==> config.mk <==
export PLATFORM = sky130hd
export DESIGN_NAME = mpt_mac_time
export DESIGN_NICKNAME = d
export VERILOG_FILES = /design/src/include/mpt_pkg.sv /design/src/core/mpt_mac_time.sv /design/src/core/mpt_time_core.sv
export SDC_FILE = /design/constraint.sdc
export NUM_CORES = 2
export LEC_CHECK = 0
export BUFFER_PORTS_ARGS = -buffer_cell sky130_fd_sc_hd__buf_2
export CORE_MARGIN = 2
export CORE_UTILIZATION = 30
export CTS_BUF_LIST = sky130_fd_sc_hd__clkbuf_4
export CTS_CLUSTER_SIZE = 20
export DETAILED_ROUTE_END_ITERATION = 6
export PLACE_DENSITY = 0.51
export SKIP_CTS_REPAIR_TIMING = 1
export SLEW_MARGIN = 20
export SYNTH_ARGS = -nofsm -noshare
export SYNTH_HDL_FRONTEND = slang
export SYNTH_SLANG_ARGS = --single-unit
==> constraint.sdc <==
create_clock -name ref_clk -period 44 [get_ports ref_clk]
set_input_delay 4.4 -clock ref_clk [delete_from_list [all_inputs] [get_ports ref_clk]]
set_output_delay 4.4 -clock ref_clk [all_outputs]
set_load 0.02 [all_outputs]
==> src/include/mpt_pkg.sv <==
// constants, register map and carriers for the mac time and error block
// assumed: one 40 MHz clock, plain strobe register port, byte offsets
package mpt_pkg;

	// register byte offsets
	localparam logic [7:0] OFS_CTL    = 8'h00;
	localparam logic [7:0] OFS_INC    = 8'h04;
	localparam logic [7:0] OFS_ADDEND = 8'h08;
	localparam logic [7:0] OFS_SEC    = 8'h0c;
	localparam logic [7:0] OFS_SUB    = 8'h10;
	localparam logic [7:0] OFS_UPDSEC = 8'h14;
	localparam logic [7:0] OFS_UPDSUB = 8'h18;
	localparam logic [7:0] OFS_ALMSEC = 8'h1c;
	localparam logic [7:0] OFS_ALMSUB = 8'h20;
	localparam logic [7:0] OFS_CMD    = 8'h24;
	localparam logic [7:0] OFS_IEN    = 8'h28;
	localparam logic [7:0] OFS_STA    = 8'h2c;
	localparam logic [7:0] OFS_FFT    = 8'h30;
	localparam logic [7:0] OFS_RSDR   = 8'h34;

	// timestamp control fields
	localparam int CTL_ENABLE = 0;
	localparam int CTL_START  = 1;
	localparam int CTL_FINE   = 2;
	localparam int CTL_UPDATE = 3;
	localparam int CTL_ALARM  = 5;
	localparam logic [31:0] CTL_MASK = 32'h0000002f;

	// mac command fields
	localparam int CMD_ALP   = 1;
	localparam int CMD_ARP   = 2;
	localparam int CMD_AEP   = 4;
	localparam int CMD_SHARE = 7;
	localparam logic [31:0] CMD_MASK = 32'h00000096;

	// status bit positions, only the alarm bit is kept by the enable register
	localparam int ST_CRC   = 1;
	localparam int ST_RECEIVE_FIFO_OVERFLOW  = 2;
	localparam int ST_LONG  = 3;
	localparam int ST_ALIGN = 5;
	localparam int ST_SHORT = 6;
	localparam int ST_RDU   = 10;
	localparam int ST_RXBUS = 11;
	localparam int ST_TRANSMIT_FIFO_UNAVAILABLE = 17;
	localparam int ST_TRANSMIT_ABORTED = 21;
	localparam int ST_TDU   = 23;
	localparam int ST_TXBUS = 24;
	localparam int ST_ALARM = 28;
	localparam logic [31:0] IEN_MASK = 32'h10000000;

	// fifo threshold fields
	localparam int FFT_RX_LO = 0;
	localparam int FFT_TX_LO = 8;
	localparam logic [31:0] FFT_MASK = 32'h00000303;

	// reset values
	localparam logic [31:0] RST_ZERO = 32'h00000000;

	// sub-second count width, bit 31 is the overflow
	localparam int SUB_W = 31;

	// one point in network time
	typedef struct packed {
		logic [31:0]      sec;
		logic [SUB_W-1:0] sub;
	} mpt_time_s;

	// one-cycle error events from the mac datapath
	typedef struct packed {
		logic txBusFault;
		logic txDescExhausted;
		logic txAborted;
		logic txFifoUnavailable;
		logic rxBusFault;
		logic rxDescExhausted;
		logic shortFrame;
		logic alignmentFault;
		logic oversizeFrame;
		logic rxFifoOverflow;
		logic checksumFault;
	} mpt_err_s;

endpackage

==> src/core/mpt_mac_time.sv <==
// mac network-time counter, alarm and error status with register port
// assumed: one clock, events are one-cycle pulses on the same clock
`timescale 1ns/1ps
`default_nettype none
module mpt_mac_time
	import mpt_pkg::*;
(
	// clock and reset
	input  wire logic             ref_clk,
	input  wire logic             rst,
	// register port
	input  wire logic [7:0]       regAddr,
	input  wire logic [31:0]      regWrData,
	input  wire logic             regWr,
	input  wire logic             regRd,
	output logic      [31:0]      regRdData,
	// time sharing between instances
	input  wire mpt_time_s        peerTime,
	output mpt_time_s             ownTime,
	output mpt_time_s             currentTime,
	// mac datapath events
	input  wire mpt_err_s         errEvents,
	// mac datapath controls
	output logic                  acceptShortFrames,
	output logic                  acceptOversizeFrames,
	output logic                  acceptErroredFrames,
	output logic      [1:0]       transmitFifoThreshold,
	output logic      [1:0]       receiveFifoThreshold,
	output logic                  rxHalted,
	output logic                  receiveStartDemand,
	// transmit interrupt line
	output logic                  txIrq
);
	logic [31:0]      ctl;
	logic [31:0]      incr;
	logic [31:0]      addend;
	logic [31:0]      offSec;
	logic [31:0]      offSub;
	logic [31:0]      almSec;
	logic [31:0]      almSub;
	logic [31:0]      cmd;
	logic [31:0]      ien;
	logic [31:0]      sta;
	logic [31:0]      fft;
	logic [31:0]      secLatch;
	logic             updBusy;
	logic             updGo;
	logic             offsetDone;
	logic             alarmFired;
	logic             alarmHit;
	logic             alarmReached;
	logic             run;
	logic [31:0]      setBits;
	logic [31:0]      next_rdData;
	mpt_time_s        coreTime;

	// write and sub-second read decode helpers
	logic             wrCtl;
	logic             wrSec;
	logic             wrSub;
	logic             wrAlm;
	logic             rdSub;
	logic             wrSta;
	logic             wrRsdr;

	assign wrCtl = regWr && (regAddr == OFS_CTL);
	assign wrSec = regWr && (regAddr == OFS_SEC);
	assign wrSub = regWr && (regAddr == OFS_SUB);
	assign wrAlm = regWr
		&& ((regAddr == OFS_ALMSEC) || (regAddr == OFS_ALMSUB));
	assign rdSub = regRd && (regAddr == OFS_SUB);
	assign wrSta = regWr && (regAddr == OFS_STA);
	assign wrRsdr = regWr && (regAddr == OFS_RSDR);

	// counting needs both the circuit enable and the start bit
	assign run = ctl[CTL_ENABLE] && ctl[CTL_START];

	// one offset request per trigger write
	assign updGo = ctl[CTL_UPDATE] && !updBusy && ctl[CTL_ENABLE];

	// own counter
	mpt_time_core u_core
	(
		.ref_clk     (ref_clk),
		.rst         (rst),
		.run         (run),
		.fine        (ctl[CTL_FINE]),
		.incr        (incr),
		.addend      (addend),
		.loadSec     (wrSec),
		.loadSub     (wrSub),
		.loadData    (regWrData),
		.applyOffset (updGo),
		.offSec      (offSec),
		.offSub      (offSub),
		.now         (coreTime),
		.offsetDone  (offsetDone)
	);

	// registered copy of the own counter for the peer instance
	always_ff @(posedge ref_clk or posedge rst)
	begin
		if (rst)
			ownTime <= '0;
		else
			ownTime <= coreTime;
	end

	// registered view of the selected time source
	always_ff @(posedge ref_clk or posedge rst)
	begin
		if (rst)
			currentTime <= '0;
		else
			currentTime <= cmd[CMD_SHARE] ? peerTime : coreTime;
	end

	// timestamp control, update trigger clears itself when done
	always_ff @(posedge ref_clk or posedge rst)
	begin
		if (rst)
			ctl <= RST_ZERO;
		else
		begin
			if (wrCtl)
				ctl <= (regWrData & CTL_MASK)
					| (ctl & (32'h00000001 << CTL_UPDATE));
			if (offsetDone)
				ctl[CTL_UPDATE] <= 1'b0;
			if (wrCtl && regWrData[CTL_UPDATE])
				ctl[CTL_UPDATE] <= 1'b1;                        // new trigger wins
		end
	end

	// offset handshake, busy from request until the core reports done
	always_ff @(posedge ref_clk or posedge rst)
	begin
		if (rst)
			updBusy <= 1'b0;
		else if (updGo)
			updBusy <= 1'b1;
		else if (offsetDone)
			updBusy <= 1'b0;
	end

	// plain configuration registers
	always_ff @(posedge ref_clk or posedge rst)
	begin
		if (rst)
		begin
			incr   <= RST_ZERO;
			addend <= RST_ZERO;
			offSec <= RST_ZERO;
			offSub <= RST_ZERO;
			almSec <= RST_ZERO;
			almSub <= RST_ZERO;
			cmd    <= RST_ZERO;
			ien    <= RST_ZERO;
			fft    <= RST_ZERO;
		end
		else if (regWr)
		begin
			case (regAddr)
				OFS_INC:    incr   <= regWrData;
				OFS_ADDEND: addend <= regWrData;
				OFS_UPDSEC: offSec <= regWrData;
				OFS_UPDSUB: offSub <= regWrData;
				OFS_ALMSEC: almSec <= regWrData;
				OFS_ALMSUB: almSub <= regWrData;
				OFS_CMD:    cmd    <= regWrData & CMD_MASK;
				OFS_IEN:    ien    <= regWrData & IEN_MASK;
				OFS_FFT:    fft    <= regWrData & FFT_MASK;
				default:    ;
			endcase
		end
	end

	// seconds caught at the sub-second read
	always_ff @(posedge ref_clk or posedge rst)
	begin
		if (rst)
			secLatch <= RST_ZERO;
		else if (rdSub)
			secLatch <= currentTime.sec;
	end

	// selected time at or past the programmed alarm
	assign alarmReached = {currentTime.sec, currentTime.sub}
		>= {almSec, almSub[SUB_W-1:0]};

	// alarm compare on the selected time, once per arming
	assign alarmHit = ctl[CTL_ALARM] && !alarmFired
		&& alarmReached;

	always_ff @(posedge ref_clk or posedge rst)
	begin
		if (rst)
			alarmFired <= 1'b0;
		else if (!ctl[CTL_ALARM] || wrAlm)
			alarmFired <= 1'b0;                                 // rearm
		else if (alarmHit)
			alarmFired <= 1'b1;
	end

	// status events this cycle
	always_comb
	begin
		setBits            = RST_ZERO;
		setBits[ST_ALARM]  = alarmHit;
		setBits[ST_TXBUS]  = errEvents.txBusFault;
		setBits[ST_RXBUS]  = errEvents.rxBusFault;
		setBits[ST_TDU]    = errEvents.txDescExhausted;
		setBits[ST_TRANSMIT_ABORTED]  = errEvents.txAborted;
		setBits[ST_TRANSMIT_FIFO_UNAVAILABLE]  = errEvents.txFifoUnavailable;
		setBits[ST_RDU]    = errEvents.rxDescExhausted;
		setBits[ST_SHORT]  = errEvents.shortFrame
			&& cmd[CMD_ARP];
		setBits[ST_LONG]   = errEvents.oversizeFrame
			&& cmd[CMD_ALP];
		setBits[ST_RECEIVE_FIFO_OVERFLOW]   = errEvents.rxFifoOverflow;
		setBits[ST_ALIGN]  = errEvents.alignmentFault;
		setBits[ST_CRC]    = errEvents.checksumFault;
	end

	// sticky status per bit, write one clears, a new event wins
	for (genvar b = 0; b < 32; b++)
	begin : g_sta
		always_ff @(posedge ref_clk or posedge rst)
		begin
			if (rst)
				sta[b] <= 1'b0;
			else if (setBits[b])
				sta[b] <= 1'b1;
			else if (wrSta && regWrData[b])
				sta[b] <= 1'b0;
		end
	end

	// alarm onto the transmit interrupt line
	always_ff @(posedge ref_clk or posedge rst)
	begin
		if (rst)
			txIrq <= 1'b0;
		else
			txIrq <= sta[ST_ALARM] && ien[ST_ALARM];
	end

	// receive halt until software demands a restart
	always_ff @(posedge ref_clk or posedge rst)
	begin
		if (rst)
		begin
			rxHalted           <= 1'b0;
			receiveStartDemand <= 1'b0;
		end
		else
		begin
			receiveStartDemand <= wrRsdr;
			if (errEvents.rxDescExhausted)
				rxHalted <= 1'b1;
			else if (wrRsdr)
				rxHalted <= 1'b0;
		end
	end

	// datapath controls straight from the registers
	always_ff @(posedge ref_clk or posedge rst)
	begin
		if (rst)
		begin
			acceptShortFrames     <= 1'b0;
			acceptOversizeFrames  <= 1'b0;
			acceptErroredFrames   <= 1'b0;
			transmitFifoThreshold <= 2'h0;
			receiveFifoThreshold  <= 2'h0;
		end
		else
		begin
			acceptShortFrames     <= cmd[CMD_ARP];
			acceptOversizeFrames  <= cmd[CMD_ALP];
			acceptErroredFrames   <= cmd[CMD_AEP];
			transmitFifoThreshold <= fft[FFT_TX_LO +: 2];
			receiveFifoThreshold  <= fft[FFT_RX_LO +: 2];
		end
	end

	// read mux, unmapped offsets read zero
	always_comb
	begin
		next_rdData = RST_ZERO;
		case (regAddr)
			OFS_CTL:    next_rdData = ctl;
			OFS_INC:    next_rdData = incr;
			OFS_ADDEND: next_rdData = addend;
			OFS_SEC:    next_rdData = secLatch;
			OFS_SUB:    next_rdData = {1'b0, currentTime.sub};
			OFS_UPDSEC: next_rdData = offSec;
			OFS_UPDSUB: next_rdData = offSub;
			OFS_ALMSEC: next_rdData = almSec;
			OFS_ALMSUB: next_rdData = almSub;
			OFS_CMD:    next_rdData = cmd;
			OFS_IEN:    next_rdData = ien;
			OFS_STA:    next_rdData = sta;
			OFS_FFT:    next_rdData = fft;
			default:    next_rdData = RST_ZERO;
		endcase
	end

	// read data stand for one cycle only
	always_ff @(posedge ref_clk or posedge rst)
	begin
		if (rst)
			regRdData <= RST_ZERO;
		else if (regRd)
			regRdData <= next_rdData;
		else
			regRdData <= RST_ZERO;
	end
endmodule // mpt_mac_time
`default_nettype wire

==> src/core/mpt_time_core.sv <==
// seconds and sub-second counter with coarse or fine advance and offset
// assumed: controls come from flops on the same clock
`timescale 1ns/1ps
`default_nettype none
module mpt_time_core
	import mpt_pkg::*;
(
	// clock and reset
	input  wire logic             ref_clk,
	input  wire logic             rst,
	// controls
	input  wire logic             run,
	input  wire logic             fine,
	input  wire logic [31:0]      incr,
	input  wire logic [31:0]      addend,
	// direct loads
	input  wire logic             loadSec,
	input  wire logic             loadSub,
	input  wire logic [31:0]      loadData,
	// offset
	input  wire logic             applyOffset,
	input  wire logic [31:0]      offSec,
	input  wire logic [31:0]      offSub,
	// results
	output mpt_time_s             now,
	output logic                  offsetDone
);
	logic [31:0]      acc;
	logic [32:0]      accSum;
	logic             step;
	logic [31:0]      subAdv;
	logic [31:0]      secAdv;
	logic [31:0]      subOff;
	logic [31:0]      secOff;

	// accumulator for fine mode, carry marks its overflow
	assign accSum = {1'b0, acc} + {1'b0, addend};
	assign step   = run && (!fine || accSum[32]);

	// advance, bit 31 of the sum is a sub-second overflow
	always_comb
	begin
		subAdv = {1'b0, now.sub};
		secAdv = now.sec;
		if (step)
		begin
			subAdv = {1'b0, now.sub} + incr;
			if (subAdv[SUB_W])
				secAdv = now.sec + 32'h00000001;
		end
	end

	// signed offset on top of the advanced time
	always_comb
	begin
		subOff = {1'b0, subAdv[SUB_W-1:0]};
		secOff = secAdv;
		if (offSub[SUB_W])
		begin
			subOff = {1'b0, subAdv[SUB_W-1:0]}
				- {1'b0, offSub[SUB_W-1:0]};
			secOff = secAdv - offSec
				- {31'h00000000, subOff[SUB_W]};
		end
		else
		begin
			subOff = {1'b0, subAdv[SUB_W-1:0]}
				+ {1'b0, offSub[SUB_W-1:0]};
			secOff = secAdv + offSec
				+ {31'h00000000, subOff[SUB_W]};
		end
	end

	// fine accumulator, wraps on overflow
	always_ff @(posedge ref_clk or posedge rst)
	begin
		if (rst)
			acc <= RST_ZERO;
		else if (run && fine)
			acc <= accSum[31:0];
	end

	// time register, direct loads win over counting
	always_ff @(posedge ref_clk or posedge rst)
	begin
		if (rst)
		begin
			now        <= '0;
			offsetDone <= 1'b0;
		end
		else
		begin
			offsetDone <= applyOffset;
			if (loadSec || loadSub)
			begin
				now.sec <= loadSec ? loadData : secAdv;
				now.sub <= loadSub ? loadData[SUB_W-1:0]
					: subAdv[SUB_W-1:0];
			end
			else if (applyOffset)
			begin
				now.sec <= secOff;
				now.sub <= subOff[SUB_W-1:0];
			end
			else
			begin
				now.sec <= secAdv;
				now.sub <= subAdv[SUB_W-1:0];
			end
		end
	end
endmodule // mpt_time_core
`default_nettype wire

==> flow_summary.yaml <==
synthesis:
  ys_ff_latch: 516
  synth_edf_count: 0
  ys_warn_count: 0
  synthCells: 3184
  synthArstFlopShare_pct: 100
  synth_nets: 3587
  yosysUniqueCellTypes: 92
  synth_area_um2: 32000
  ys.flop_type: "dfrtp_1"
  ys_seq_area_share_pct: 40.4
  post_synth.cell_area_avg_um2: 10.0
drt:
  firstDrtPassIters: 7
  ant_nets: 0
  drt_iter0_drc: 2481
  drc: 38
  avgViaCountPerCell: 5.38
  avgRoutedWirePerCell_um: 24.9
  vias: 27100
  routed_wl_mm: 125
clock_tree:
  cts_max_path_buffers: 3
  cts_sinks: 516
  h-tree-depth: 4
  clock_latency_ns: 1.09
  clk_pin_slew_ns: 0.07
  cts_tree: "yes"
  root_buffer: "clkbuf_4"
  cts_buffers: 156
sta:
  period_needed_ns: 10.54
  rsz0062_at_grt: "false"
  worst_pin_slew_ns: 1.10
  slew_viol_final: 0
  hold_viol: 0
  max_slew_margin_pct: 26.5
  layout_setup_ws_ns: 33.46
  setup_viol: 0
  setup_tns_ns: 0
  skew_ns: 0.0970
  min_period_over_period_pct: 24.0
  fmax_mhz: 94.9
pwr:
  power.clock.fraction_pct: 25.0
  ir_drop_v: 0.0000322
  combPwrFrac_pct: 38.8
  power_density_nw_per_um2: 53.2
  intPower_mw: 1.12
  p_total_mw: 1.97
  p_sw_share_pct: 43.1
  leakage_nw: 17.1
  p_sw_mw: 0.848
  seq_power_share_pct: 36.2
die:
  core_area_um2: 105000
  io_pins: 286
  die_area_um2: 109000
  core.rowCount: 119
  fp.dieH_um: 330
  die_w_um: 330
  initial_utilization_pct: 30.3
layout:
  top_regs: "currentTime (63), ownTime (63), u_core.now (63)"
  areaGrowthSynthToFinish_pct: 15.8
  layout-drive-gt1-share_pct: 25.2
  finalNetCount: 3926
critical_path:
  cp.required_ns: 44.95
  max_stage_delay_ns: 0.77
  cp.arrival_ns: 11.49
  cp_common_cell: "a21oi_1"
  rrSetupSlack_ns: 33.46
  end_kind: "flip-flop"
  cp_slowest_cell: "a2111oi_0"
  worstPathMaxFanout: 56
  start_kind: "flip-flop"
  critPathKind: "reg2reg"
global_route:
  antenna_found_initial: 11
  grt.total_usage_pct: 22.6
  grt_pass1_vias: 26500
  overflow: 0
  grt_max_degree: 157
  grt_pass1_wl_mm: 179
hold_path:
  worstHoldPathType: "reg2reg"
placement:
  dp_hpwl_mm: 93.2
  dp_slack_ns: 33.65
  place_congestion: 0.930
  io_buffer_count: 285
run_status:
  status: "complete, but fails checks"
  violations: "DRC"
job:
  maxCapViolations: 0
==> power groups by stage <==
| stage | Combinational [mW] | Sequential (mW) | Clock, mW |
|---|---|---|---|
| 2_1_floorplan | 0.490 | 0.684 | 0 |
| 3_3_place_gp | 0.756 | 0.718 | 0 |
| 3_5_place_dp | 0.756 | 0.716 | 0 |
| 4_1_cts | 0.761 | 0.709 | 0.507 |
| 5_1_grt | 0.844 | 0.719 | 0.531 |
| 6_report | 0.764 | 0.712 | 0.491 |
==> cell type report <==
type | count | area, µm²
repair buffers | 319 | 1690
well taps | 1391 | 1740
clock inverters | 64 | 445
multi-input cells | 2302 | 17800
clock buffers | 208 | 1560
fillers | 10900 | 68400
inverters | 228 | 863
flip-flops and latches | 516 | 12900
diodes | 4 | 10.0
==> critical path: cells and delay by family (launching register included) <==
| kind | cells | cell delay [ns] |
|---|---|---|
| xor+xnor | 1 | 0.14 |
| flops | 1 | 0.40 |
| compound gates | 25 | 6.55 |
| fa+ha+maj | 5 | 1.83 |
| simple gates | 8 | 0.93 |
| buf+inv | 2 | 0.51 |
==> cell usage after synthesis (28+ instances only) <==
master,instances,share of area [%]
nand3_1,39,0.61
a22oi_1,43,1.0
inv_1,228,2.7
a21o_1,87,2.0
a21oi_1,221,3.5
o21ai_0,191,3.0
ha_1,277,11
nor2_1,178,2.1
clkbuf_1,111,1.3
nor3_1,31,0.49
a222oi_1,51,1.6
xnor2_1,94,2.6
dfrtp_1,516,40
mux2_2,303,11
a31oi_1,45,0.88
nand4_1,28,0.55
xor2_1,63,1.7
nand2_1,216,2.5
==> layer usage <==
metal / up-vias / track usage (%) / share of wire (%)
li1: 12400 / - / -
met4: 0 / 8.46 / 3.4
met5: - / 0 / 0
met3: 190 / 6.00 / 8.5
met1: 13500 / 31.5 / 45
met2: 1007 / 33.5 / 43
==> stage by stage <==
step,utilization [%],cell area (µm²),cells,hold slack (ns)
finish,35.1,37000,5032,0.420
global route,35.1,37000,5029,0.442
CTS,35.1,37000,5028,0.406
detailed placement,33.2,35000,4756,0.418
global placement,33.2,35000,4756,0.416
floorplan,-,32000,3184,0.354
==> cells by family after synthesis <==
kind of cell               count (synthesis)  share of synthesized area [%]
DFF                                      516                           40.4
adders and majority gates                285                           11.3
AOI/OAI and AO/OA                        890                           18.6
and+or+nand+nor                          651                           9.77
xor gates and xnor gates                 162                           4.56
buffers and inverters                    366                           4.33
muxes                                    314                           11.0
==> placed cells by master, fill, tap and decap left out, types with 13 or more instances in the layout <==
master	synthesis	final
dfrtp_1	516	514
mux2_2	303	303
buf_2	2	285
ha_1	277	277
inv_1	228	227
a21oi_1	221	221
nand2_1	216	212
clkbuf_4	0	208
o21ai_0	191	190
nor2_1	178	169
xnor2_1	94	94
a21o_1	87	87
xor2_1	63	63
a222oi_1	51	51
a31oi_1	45	45
a22oi_1	43	43
clkinv_1	0	40
nand3_1	39	38
buf_4	0	33
nor3_1	31	31
nand4_1	28	28
nand2b_1	27	27
o21bai_1	26	26
a221oi_1	26	26
nor2b_1	24	24
o21a_1	23	23
a211oi_1	21	21
a22o_1	21	21
o211ai_1	20	20
and3_1	17	17
or3_1	16	16
a221o_1	15	15
o31ai_1	14	14
and2_1	13	14
and4_1	13	13
==> final timing paths <==
path	startpoint	end	depth (start not counted)
worst max-delay path	addend[0]	u_core.now[61]	41
worst min-delay path	fft[1]	receiveFifoThreshold[1]	0
worst max register to register	addend[0]	u_core.now[61]	41
worst min register to register	fft[1]	receiveFifoThreshold[1]	0
max in group asynchronous	rst	ownTime[50]	5
min in group asynchronous	rst	secLatch[2]	2
(Power assumes the default switching activity.)
